===== src/common/pwmc_pkg.sv =====
// Notes on behaviour
// - Opaque modes put background where mask bit clear
// - Foreground goes where mask bit is set
// - Mask from write data or drawing data
// - Green or blue increment writes change background
// - Background colour clears to zero at reset
// - Plane mask gates each pixel bit update
// - Plane mask has no reset value
// - Pixel mask acts only in three modes
// - Opaque stipple write covers 32 masked pixels
// - 8- and 32-bit simple modes AND mask with byte lanes
// - 12- and 24-bit simple modes use mask bit zero
// - One-shot mask reverts to ones after use
// - Persistent mask held until next written
// - Mode register bit 23 shows one-shot state
// - Pixel mask resets to all ones
package pwmc_pkg;

  // Byte offsets on the register bus
  localparam logic [7:0] OFS_BACKGROUND   = 8'h00;
  localparam logic [7:0] OFS_PLANE_MASK   = 8'h04;
  localparam logic [7:0] OFS_PIXEL_PERSIST = 8'h08;
  localparam logic [7:0] OFS_PIXEL_ONESHOT = 8'h0C;
  localparam logic [7:0] OFS_GREEN_INC    = 8'h10;
  localparam logic [7:0] OFS_BLUE_INC     = 8'h14;
  localparam logic [7:0] OFS_MODE         = 8'h18;
  localparam logic [7:0] OFS_FOREGROUND   = 8'h1C;
  localparam logic [7:0] OFS_DRAW_DATA    = 8'h20;

  // Mode register fields
  localparam int MODE_SEL_LSB   = 0;  // Drawing mode, 3 bits
  localparam int MODE_DEPTH_LSB = 4;  // Destination depth, 2 bits
  localparam int MODE_ONESHOT_BIT = 23; // Pixel mask one-shot state

  // Values after reset
  localparam logic [31:0] RST_BACKGROUND = 32'h0000_0000;
  localparam logic [31:0] RST_FOREGROUND = 32'h0000_0000;
  localparam logic [31:0] RST_PIXEL_MASK = 32'hFFFF_FFFF;
  localparam logic [31:0] RST_DRAW_DATA  = 32'h0000_0000;
  localparam logic [31:0] RST_ZERO       = 32'h0000_0000;

  // Cycles from request to acknowledge on the bus
  localparam int BUS_ACK_CYCLES = 1;

  // Drawing modes
  typedef enum logic [2:0] {
    PWMC_SIMPLE,
    PWMC_SIMPLE_Z,
    PWMC_OPQ_STIPPLE,
    PWMC_TRN_STIPPLE,
    PWMC_OPQ_LINE,
    PWMC_TRN_LINE,
    PWMC_OPQ_FILL,
    PWMC_TRN_FILL
  } pwmc_mode_t;

  // Destination depths
  typedef enum logic [1:0] {
    PWMC_BPP8,
    PWMC_BPP12,
    PWMC_BPP24,
    PWMC_BPP32
  } pwmc_depth_t;

  // Kinds of operation issued by the command side
  typedef enum logic [1:0] {
    PWMC_OP_FB_WRITE,
    PWMC_OP_COPY_TARGET,
    PWMC_OP_SLOPE,
    PWMC_OP_SPAN_WIDTH
  } pwmc_op_t;

endpackage : pwmc_pkg


===== src/design/pwmc_mask_calc.sv =====
`timescale 1ns/1ps
// Combinational mask resolution for one operation
module pwmc_mask_calc (
  input  wire pwmc_pkg::pwmc_mode_t  mode_i,
  input  wire pwmc_pkg::pwmc_depth_t depth_i,
  input  wire pwmc_pkg::pwmc_op_t    kind_i,
  input  wire logic [31:0]           wr_data_i,
  input  wire logic [31:0]           draw_data_i,
  input  wire logic [31:0]           pix_mask_i,
  input  wire logic [3:0]            bus_be_i,
  output logic [31:0]                fg_sel_o,
  output logic [31:0]                pix_en_o,
  output logic [3:0]                 byte_en_o
);
  import pwmc_pkg::*;

  logic        fill_mode;  // Fill-mode framebuffer writes take mask from drawing data
  logic        opaque;     // Background substituted for clear bits
  logic [31:0] stip_mask;  // Selected stipple or line mask

  // Mask source and per-pixel choice
  always_comb begin
    fill_mode = (mode_i == PWMC_OPQ_FILL) || (mode_i == PWMC_TRN_FILL);
    opaque = (mode_i == PWMC_OPQ_STIPPLE) || (mode_i == PWMC_OPQ_LINE) ||
             (mode_i == PWMC_OPQ_FILL);
    if (kind_i == PWMC_OP_SLOPE || kind_i == PWMC_OP_SPAN_WIDTH) begin
      stip_mask = draw_data_i;
    end else if (kind_i == PWMC_OP_FB_WRITE && fill_mode) begin
      stip_mask = draw_data_i;
    end else begin
      stip_mask = wr_data_i;
    end
    fg_sel_o  = stip_mask;
    pix_en_o  = 32'hFFFF_FFFF;
    byte_en_o = bus_be_i;
    case (mode_i)
      PWMC_OPQ_STIPPLE: begin
        pix_en_o = pix_mask_i;
      end
      PWMC_SIMPLE, PWMC_SIMPLE_Z: begin
        fg_sel_o = 32'h0000_0000;
        if (depth_i == PWMC_BPP12 || depth_i == PWMC_BPP24) begin
          byte_en_o = pix_mask_i[0] ? bus_be_i : 4'h0;
        end else begin
          byte_en_o = pix_mask_i[3:0] & bus_be_i;
        end
      end
      default: begin
        // Transparent modes write only where the mask is set
        if (!opaque) begin
          pix_en_o = stip_mask;
        end
      end
    endcase
    // Opaque line and fill: clear bits get background, all written
    if (opaque) begin
      fg_sel_o = stip_mask;
    end
  end

endmodule : pwmc_mask_calc


===== src/design/pwmc_regs.sv =====
// Chosen here: the register addresses and the Wishbone interface to the registers.
`timescale 1ns/1ps
// Mask and colour substitution state with its Wishbone slave
module pwmc_regs (
  input  wire logic        clk_i,          // Core clock
  input  wire logic        rst_i,          // Synchronous reset
  input  wire logic        ce_i,           // Clock enable, freezes state
  // Wishbone classic slave
  input  wire logic        cyc_i,
  input  wire logic        stb_i,
  input  wire logic        we_i,
  input  wire logic [7:0]  adr_i,
  input  wire logic [3:0]  sel_i,
  input  wire logic [31:0] dat_i,
  output logic [31:0]      dat_o,
  output logic             ack_o,
  // Operations from the command side
  input  wire logic        op_valid_i,     // One-cycle operation strobe
  input  wire pwmc_pkg::pwmc_op_t op_kind_i,
  input  wire logic [31:0] op_data_i,      // Write data of the operation
  input  wire logic [3:0]  op_be_i,        // Bus byte mask
  // Resolved operation
  output logic             res_valid_o,
  output logic [31:0]      res_fg_sel_o,   // 1 = foreground per pixel
  output logic [31:0]      res_pix_en_o,   // Per-pixel write enable
  output logic [3:0]       res_byte_en_o,  // Final byte-write mask
  output logic [31:0]      res_plane_mask_o,
  output logic [31:0]      res_fg_o,
  output logic [31:0]      res_bg_o
);
  import pwmc_pkg::*;

  // Stored state
  logic [31:0] background_color;   // Shared with green/blue increments
  logic [31:0] foreground_color;   // Foreground substitution colour
  logic [31:0] plane_write_mask;   // No reset value by design
  logic [31:0] pixel_write_mask;   // Persistent or one-shot
  logic        pix_oneshot;        // Mask is armed for one use
  logic [31:0] drawing_data_reg;   // Mask source for lines, spans, fill
  pwmc_mode_t  mode_sel;           // Current drawing mode
  pwmc_depth_t depth_sel;          // Current destination depth

  // Bus decode helpers
  logic        bus_req;            // Request seen this cycle
  logic        bus_wr;             // Write commits at the ack edge
  logic        hit;                // Address maps to a register
  logic [31:0] rd_word;            // Read mux output

  // Mask resolver outputs
  logic [31:0] calc_fg_sel;
  logic [31:0] calc_pix_en;
  logic [3:0]  calc_byte_en;

  // Merge written bytes into an old word
  function automatic logic [31:0] merge_bytes(
    input logic [31:0] old_w,
    input logic [31:0] new_w,
    input logic [3:0]  lanes
  );
    logic [31:0] res;
    res = old_w;
    for (int b = 0; b < 4; b++) begin
      if (lanes[b]) begin
        res[8*b +: 8] = new_w[8*b +: 8];
      end
    end
    return res;
  endfunction : merge_bytes

  // Address compare used by every write decode
  function automatic logic is_wr(
    input logic       wr,
    input logic [7:0] adr,
    input logic [7:0] ofs
  );
    return wr && (adr == ofs);
  endfunction : is_wr

  assign bus_req = cyc_i && stb_i;
  // Commit only in the ack cycle, when the master samples ack
  assign bus_wr  = bus_req && ack_o && we_i;

  // Acknowledge one cycle after the request, then drop
  always_ff @(posedge clk_i) begin
    if (rst_i) begin
      ack_o <= 1'b0;
    end else if (ce_i) begin
      ack_o <= bus_req && !ack_o;
    end
  end

  // Background colour, also written through the increment aliases
  always_ff @(posedge clk_i) begin
    if (rst_i) begin
      background_color <= RST_BACKGROUND;
    end else if (ce_i) begin
      if (is_wr(bus_wr, adr_i, OFS_BACKGROUND)) begin
        background_color <= merge_bytes(background_color, dat_i, sel_i);
      end else if (is_wr(bus_wr, adr_i, OFS_GREEN_INC)) begin
        // Storage is shared, so an increment write moves the colour
        background_color <= merge_bytes(background_color, dat_i,
                                        sel_i);
      end else if (is_wr(bus_wr, adr_i, OFS_BLUE_INC)) begin
        background_color <= merge_bytes(background_color, dat_i,
                                        sel_i);
      end
    end
  end

  // Foreground colour
  always_ff @(posedge clk_i) begin
    if (rst_i) begin
      foreground_color <= RST_FOREGROUND;
    end else if (ce_i) begin
      if (is_wr(bus_wr, adr_i, OFS_FOREGROUND)) begin
        foreground_color <= merge_bytes(foreground_color, dat_i, sel_i);
      end
    end
  end

  // Plane mask: left out of reset, its content is unknown until written
  always_ff @(posedge clk_i) begin
    if (ce_i) begin
      if (is_wr(bus_wr, adr_i, OFS_PLANE_MASK)) begin
        plane_write_mask <= merge_bytes(plane_write_mask, dat_i,
                                        sel_i);
      end
    end
  end

  // Drawing data
  always_ff @(posedge clk_i) begin
    if (rst_i) begin
      drawing_data_reg <= RST_DRAW_DATA;
    end else if (ce_i) begin
      if (is_wr(bus_wr, adr_i, OFS_DRAW_DATA)) begin
        drawing_data_reg <= merge_bytes(drawing_data_reg, dat_i, sel_i);
      end
    end
  end

  // Mode and depth selection from the mode register's low byte
  always_ff @(posedge clk_i) begin
    if (rst_i) begin
      mode_sel  <= PWMC_SIMPLE;
      depth_sel <= PWMC_BPP8;
    end else if (ce_i) begin
      if (is_wr(bus_wr, adr_i, OFS_MODE) && sel_i[0]) begin
        mode_sel  <= pwmc_mode_t'(dat_i[MODE_SEL_LSB +: 3]);
        depth_sel <= pwmc_depth_t'(dat_i[MODE_DEPTH_LSB +: 2]);
      end
    end
  end

  // Pixel mask with persistent and one-shot aliases
  always_ff @(posedge clk_i) begin
    if (rst_i) begin
      pixel_write_mask <= RST_PIXEL_MASK;
      pix_oneshot      <= 1'b0;
    end else if (ce_i) begin
      // A write in the same cycle as the consuming operation wins,
      // so a freshly armed mask is never lost
      if (is_wr(bus_wr, adr_i, OFS_PIXEL_PERSIST)) begin
        pixel_write_mask <= merge_bytes(pixel_write_mask, dat_i,
                                        sel_i);
        pix_oneshot      <= 1'b0;
      end else if (is_wr(bus_wr, adr_i, OFS_PIXEL_ONESHOT)) begin
        pixel_write_mask <= merge_bytes(pixel_write_mask, dat_i,
                                        sel_i);
        pix_oneshot      <= 1'b1;
      end else if (op_valid_i && pix_oneshot) begin
        pixel_write_mask <= RST_PIXEL_MASK;
        pix_oneshot      <= 1'b0;
      end
    end
  end

  // Resolve the operation against the state held before this edge
  pwmc_mask_calc u_calc (
    .mode_i      (mode_sel),
    .depth_i     (depth_sel),
    .kind_i      (op_kind_i),
    .wr_data_i   (op_data_i),
    .draw_data_i (drawing_data_reg),
    .pix_mask_i  (pixel_write_mask),
    .bus_be_i    (op_be_i),
    .fg_sel_o    (calc_fg_sel),
    .pix_en_o    (calc_pix_en),
    .byte_en_o   (calc_byte_en)
  );

  // Registered result; later register writes cannot reach back
  always_ff @(posedge clk_i) begin
    if (rst_i) begin
      res_valid_o      <= 1'b0;
      res_fg_sel_o     <= RST_ZERO;
      res_pix_en_o     <= RST_ZERO;
      res_byte_en_o    <= 4'h0;
      res_plane_mask_o <= RST_ZERO;
      res_fg_o         <= RST_ZERO;
      res_bg_o         <= RST_ZERO;
    end else if (ce_i) begin
      res_valid_o <= op_valid_i;
      if (op_valid_i) begin
        res_fg_sel_o     <= calc_fg_sel;
        res_pix_en_o     <= calc_pix_en;
        res_byte_en_o    <= calc_byte_en;
        res_plane_mask_o <= plane_write_mask;
        res_fg_o         <= foreground_color;
        res_bg_o         <= background_color;
      end
    end
  end

  // Read mux; unmapped addresses read as zero
  always_comb begin
    hit     = 1'b1;
    rd_word = RST_ZERO;
    if (adr_i == OFS_BACKGROUND || adr_i == OFS_GREEN_INC ||
        adr_i == OFS_BLUE_INC) begin
      rd_word = background_color;
    end else if (adr_i == OFS_PLANE_MASK) begin
      rd_word = plane_write_mask;
    end else if (adr_i == OFS_PIXEL_PERSIST ||
                 adr_i == OFS_PIXEL_ONESHOT) begin
      rd_word = pixel_write_mask;
    end else if (adr_i == OFS_MODE) begin
      rd_word[MODE_SEL_LSB +: 3]   = mode_sel;
      rd_word[MODE_DEPTH_LSB +: 2] = depth_sel;
      rd_word[MODE_ONESHOT_BIT]    = pix_oneshot;
    end else if (adr_i == OFS_FOREGROUND) begin
      rd_word = foreground_color;
    end else if (adr_i == OFS_DRAW_DATA) begin
      rd_word = drawing_data_reg;
    end else begin
      hit = 1'b0;
    end
  end

  // Read data registered together with the acknowledge
  always_ff @(posedge clk_i) begin
    if (rst_i) begin
      dat_o <= RST_ZERO;
    end else if (ce_i) begin
      if (bus_req && !ack_o && !we_i && hit) begin
        dat_o <= rd_word;
      end else begin
        dat_o <= RST_ZERO;
      end
    end
  end

endmodule : pwmc_regs


===== config.mk =====
export PLATFORM = sky130hd
export DESIGN_NAME = pwmc_regs
export DESIGN_NICKNAME = d
export VERILOG_FILES = /design/src/common/pwmc_pkg.sv /design/src/design/pwmc_mask_calc.sv /design/src/design/pwmc_regs.sv
export SDC_FILE = /design/constraint.sdc
export NUM_CORES = 1
export LEC_CHECK = 0
export ABC_AREA = 1
export BUFFER_PORTS_ARGS = -buffer_cell sky130_fd_sc_hd__buf_2
export CORE_MARGIN = 2
export CORE_UTILIZATION = 50
export DETAILED_ROUTE_END_ITERATION = 7
export GPL_TIMING_DRIVEN = 0
export PLACE_DENSITY = 0.81
export SYNTH_ARGS = -nofsm -noshare
export SYNTH_HDL_FRONTEND = slang
export SYNTH_SLANG_ARGS = --single-unit

===== constraint.sdc =====
create_clock -name clk_i -period 2.2 [get_ports clk_i]
set_clock_uncertainty 0.2 [all_clocks]
set_input_delay 0.33 -clock clk_i [delete_from_list [all_inputs] [get_ports clk_i]]
set_output_delay 0.33 -clock clk_i [all_outputs]
set_load 0.05 [all_outputs]

**Word level (Yosys, flattened, before mapping)**

Cells that the tools add are included.

- Bits in registers: 364
- Bits of input ports: 89
- Output and inout bits: 198
- Word-level logic and storage cells: 138

- Equality and inequality tests: 17
- Muxes and demuxes: 44
- Bitwise gates (word level): 1
- Reduce and logical (&&, ||, !) cells: 50

Operators with widths:

| operator | number |
|---|---|
| 32-bit two-way mux | 17 |
| 8-bit two-way mux | 9 |
| 32-bit case mux with 2 select lines | 1 |
| 3-bit AND reduction | 12 |
| 8-bit by 5-bit equality test with 1-bit output (second input constant) | 4 |
| 1-bit logical AND | 18 |
| 17-bit two-way mux | 1 |
| 8-bit by 4-bit equality test with 1-bit output (second input constant) | 2 |
| 4-bit two-way mux | 3 |
| 1-bit two-way mux | 11 |
| 3-bit equality test (second input constant) | 3 |
| 8-bit by 3-bit equality test with 1-bit output (second input constant) | 1 |
| 8-bit by 6-bit equality test with 1-bit output (second input constant) | 1 |
| 8-bit logical NOT | 1 |
| 1-bit logical OR | 8 |
| 2-bit AND reduction | 4 |
| 2-bit equality test (second input constant) | 3 |
| 3-bit nonzero test | 2 |
| 4-bit bitwise AND | 1 |
| 3-bit by 1-bit equality test with 1-bit output (second input constant) | 1 |
| 3-bit by 2-bit equality test with 1-bit output (second input constant) | 1 |
| 3-bit logical NOT | 1 |
| 3-bit two-way mux | 1 |
| 2-bit by 1-bit equality test with 1-bit output (second input constant) | 1 |
| other kinds (4) | 5 |

**Logic depth before layout (Yosys ltp)**

- Depth after elaboration: 9
- Mapped depth: 11

**Hierarchy**

A second synthesis with hierarchy kept.

- Cells, all modules: 2179
- Area total of the unflattened synthesis: 15521.1 um2

By module, submodules not included:

| module | instances | cells each | area an instance (um2) | sequential area each (um2) |
|---|---|---|---|---|
| pwmc_regs | 1 | 1867 | 14186.1 | 7607.3 |
| pwmc_mask_calc | 1 | 312 | 1335.0 | 0.0 |

**Worst setup path after synthesis**

OpenSTA, ideal clock, no wires.

- Path type: register -> register
- Start point: reg ack_o
- End point: reg background_color[5]
- Arrival: 1845 ps
- Path slack: 38 ps
- Cell stages (with the launch flop): 9
- Path buffers: 2
- Clock period less this slack: 2162 ps
- Cell sequence: dfxtp_1 nand4_4 inv_2 nand3_2 or2_1 clkbuf_1 buf_6 o21ai_1 a21oi_1

- Word-level cells in the longest chain between the ends: 5
- Elaborated cells between the ends (all ways): 9
- Those cells by class: mux: 2; reduce/logical: 7

Ends and longest elaborated chain:

| element | line | source |
|---|---|---|
| start, declared | pwmc_regs.sv:16 | `output logic ack_o,` |
| start signal, assigned | pwmc_regs.sv:88 | `ack_o <= bus_req && !ack_o;` |
| 1-bit logical AND * (2 in series) | pwmc_regs.sv:81 | `assign bus_wr = bus_req && ack_o && we_i;` |
| 1-bit logical AND | pwmc_regs.sv:76 | `return wr && (adr == ofs);` |
| 3-bit nonzero test (no source line) or 32-bit two-way mux (tied branches) | -- |  |
| 2-bit AND reduction (no source line) or 32-bit two-way mux (tied branches) | -- |  |
| end signal, assigned | pwmc_regs.sv:98 | `background_color <= merge_bytes(background_color, dat_i, sel_i);` |
| end signal, assigned | pwmc_regs.sv:101 | `background_color <= merge_bytes(background_color, dat_i,` |
| end signal, assigned | pwmc_regs.sv:104 | `background_color <= merge_bytes(background_color, dat_i,` |
| end, declared | pwmc_regs.sv:34 | `logic [31:0] background_color;` |

Mark *: on every way between the ends. The rest lies on a longest branch, timed or not.
A chain may end at the register's enable or synchronous reset.

**Worst setup path after layout**

- Start point: in adr_i[0]
- End point: reg plane_write_mask[28] (enable)

- Word-level cells in the longest chain between the ends: 3

Ends and longest elaborated chain:

| element | line | source |
|---|---|---|
| start, declared | pwmc_regs.sv:12 | `input wire logic [7:0] adr_i,` |
| 8-bit by 3-bit equality test with 1-bit output | pwmc_regs.sv:76 |  |
| 1-bit logical AND | pwmc_regs.sv:76 |  |
| 3-bit AND reduction (no source line) | -- |  |
| end signal, assigned | pwmc_regs.sv:125 | `plane_write_mask <= merge_bytes(plane_write_mask, dat_i,` |
| end, declared | pwmc_regs.sv:36 | `logic [31:0] plane_write_mask;` |

Every way passes these cells.

==> metrics.cfg <==
[layout]
fillers=2599
nets=2430
utilization_pct=63.2
fin_area_sq_mm=0.0187
areaGrowthSynthToFinish_pct=24.8
layout-drive-gt1-share_pct=19.9

[drt]
drt_first_pass_iters=6
avgRoutedWirePerCell_um=21.1
ant_nets=0
drc=0
vias_per_cell=5.75
wl_um=58100
vias=15900
first_iter_violations=1959

[power_and_ir_drop]
power.density_mw_per_mm2=801
p_int_mw=11.0
switching_share_pct=26.7
clkPwrFrac_pct=43.0
switching_power_mw=4.01
p_leak_nw=8.40
vdd_ir_drop_max_mv=0.561
p_comb_share_pct=10.9
pwr-share-seq_pct=46.1

[sta]
setup_viol=0
holdWs_ns=-0.00182
timing.final.hold_violations=1
worstMarginPinSlew_ns=0.823
slew_violations=0
slew_headroom_pct=45.1
period_minus_slack_ns=2.19
finalSetupTns_ns=0
max_freq_mhz=456
fin_crit_sh_pct=99.7
setup_ws_ns=0.00632

[placement]
place_ws_ns=-0.803
dp_hpwl_um=42100
port_buffers=286
globalplace.congestion=0.982
post_dp_cell_area_sq_mm=0.0169

[critical_path]
path_class=in -> reg
cp.required_ns=2.20
reg2reg_to=background_color[5]$_SDFFE_PP0P_
critPathMaxFanout=10
start_kind=primary input
crit_arrival_ns=2.20
crit_end=plane_write_mask[28]$_DFFE_PP_
worstRegToRegCells=8
end_kind=register
critPathLaunch=adr_i[0]
r2r_start=ack_o$_SDFFE_PP0P_
reg2reg_slack_ns=0.07

[synthesis]
synthTopCellsByCount=332 x dfxtp_1, 310 x nand2_1, 307 x o21ai_0, 286 x nor2_1, 243 x a21oi_1
synth_area_leaders=dfxtp_1 44%, o21ai_0 10%, a21oi_1 8.1%
synth_edf_count=32
yosys.area_share.simple_pct=20.5
yosys.area_share.xor_xnor_pct=0.0583
synthAdderAreaFrac_pct=0
synth_top_cell_by_area=dfxtp_1
synth_top_area_share_pct=44.3
avgSynthCellArea_sq_um=7.62
synth_top_family_by_area=compound AO/OA/AOI/OAI gates
syn_inst=1970
yosysMostFrequentCell=dfxtp_1
synthDistinctLibCells=32
yosys_register_bits=364
synth.net_count=2059
synth_compound_area_share_pct=20.8
synth_warnings=0
synth_area_sq_mm=0.0150
synthFlopType=dfxtp_1
synthMuxAreaShare_pct=0
yosysSeqAreaShare_pct=50.7
synthArstFlopShare_pct=0

[floorplan]
dieWidth_um=177
start_util_pct=50.6
coreArea_sq_mm=0.0296
dieArea_sq_mm=0.0314
die_h_um=177
ios=287
fp-row-count=63

[grt]
grt_antenna_before_repair=1
grt_max_degree=14
grt_pass1_vias=15100
grt_first_pass_wirelength_um=86000
grt-ovfl-total=0
gr-usage-all-layers_pct=36.1

[clocking]
cts_root_buffer=clkbuf_16
cts.htree.levels=2
clkTransAtPathRegs_ns=0.06
cts_tree=yes
cts.sinks=364
cts_buffer_depth=3
cts_made_buffers=38
clk_latency_ns=0.53

[run]
maxCapViolations=0

[outcome]
violations=negative hold slack
status=complete, but fails checks

[worst_hold_path]
min_path_type=in -> reg
min_from=stb_i

==> logic make-up after synthesis <==
kind of cell | after synthesis
xor gates and xnor gates | 1
buffers and inverters | 280
AOI/OAI and AO/OA | 592
DFF | 364
and+or+nand+nor | 733
==> cell usage in the layout (no fill, tap or decap), types with 3 or more instances in the layout <==
cell type and instances:
inv_2 10, dlygate4sd3_1 41, o21ai_1 22, clkbuf_8 9, nand2_4 5, nor2_1 280, o211ai_2 17, buf_1 6
nor2_4 16, clkbuf_16 42, clkbuf_2 7, nand3_1 95, nand2_1 310, inv_1 142, nor3_1 7, buf_6 9
buf_2 313, dfxtp_1 331, nor2_2 4, o21ai_0 307, buf_12 3, clkinv_2 5, clkbuf_1 75, nand2_2 8
buf_4 11, edfxtp_1 32, a21oi_1 243
==> layer usage <==
layer	wire length (um)	GRT usage, %	vias up
li1	-	-	7210
met4	2910	17.1	0
met5	0	0	-
met3	6550	6.89	204
met1	22300	46.1	7368
met2	26400	58.8	1093
==> what timing repair did <==
item	4_1_cts	5_1_grt
setup buffers	1	3
gates resized for setup	11	17
pin swaps	1	3
hold buffers	41	0
endpoints found under the hold margin	137	0
endpoints found under the setup margin	117	86
==> metrics by stage <==
step,std cells,hold slack (ns),total power [mW]
final,2760,-0.00182,15.0
after global routing,2760,0.0503,15.4
after CTS,2756,0.00493,15.0
after detailed placement,2646,0.253,8.59
after global placement,2646,0.249,8.56
after floorplan,1970,0.229,8.03
==> worst max-delay path: stages <==
cell,delay [ns]
buf_2,0.12
inv_1,0.05
nand2_1,0.11
nor2_1,0.19
nand2_2,0.21
inv_2,0.26
clkbuf_4,0.31
nand2_1,0.27
nor2_4,0.34
==> power by group through the flow <==
stage,logic [mW],registers [mW],clock network (mW)
final,1.63,6.92,6.45
after global routing,1.71,6.93,6.71
after CTS,1.60,6.92,6.44
after detailed placement,1.52,7.06,0
after global placement,1.50,7.06,0
after floorplan,0.458,7.57,0
==> worst min-delay path by stage <==
stage	cells past startpoint	slack [ns]	to
after CTS	5	0.005	ack_o$_SDFFE_PP0P_
after global routing	5	0.05	ack_o$_SDFFE_PP0P_
final	5	-0.002	ack_o$_SDFFE_PP0P_
after detailed placement	2	0.25	res_fg_sel_o[29]$_SDFFE_PP0P_
after floorplan	0	0.23	plane_write_mask[0]$_DFFE_PP_
after global placement	2	0.25	res_valid_o$_SDFFE_PP0P_
==> area by class of cell <==
type	count	area [sq um]	area share [%]
antenna	1	2.50	0.0134
sequential	364	7610	40.6
tap	390	488	2.61
multi-input combinational	1326	6260	33.4
clock inverter	7	41.3	0.220
timing repair buffer	331	1910	10.2
inverter	155	584	3.12
buffer	125	621	3.31
clock buffer	61	1210	6.47
No activity file was read; power rests on OpenSTA's default activity.
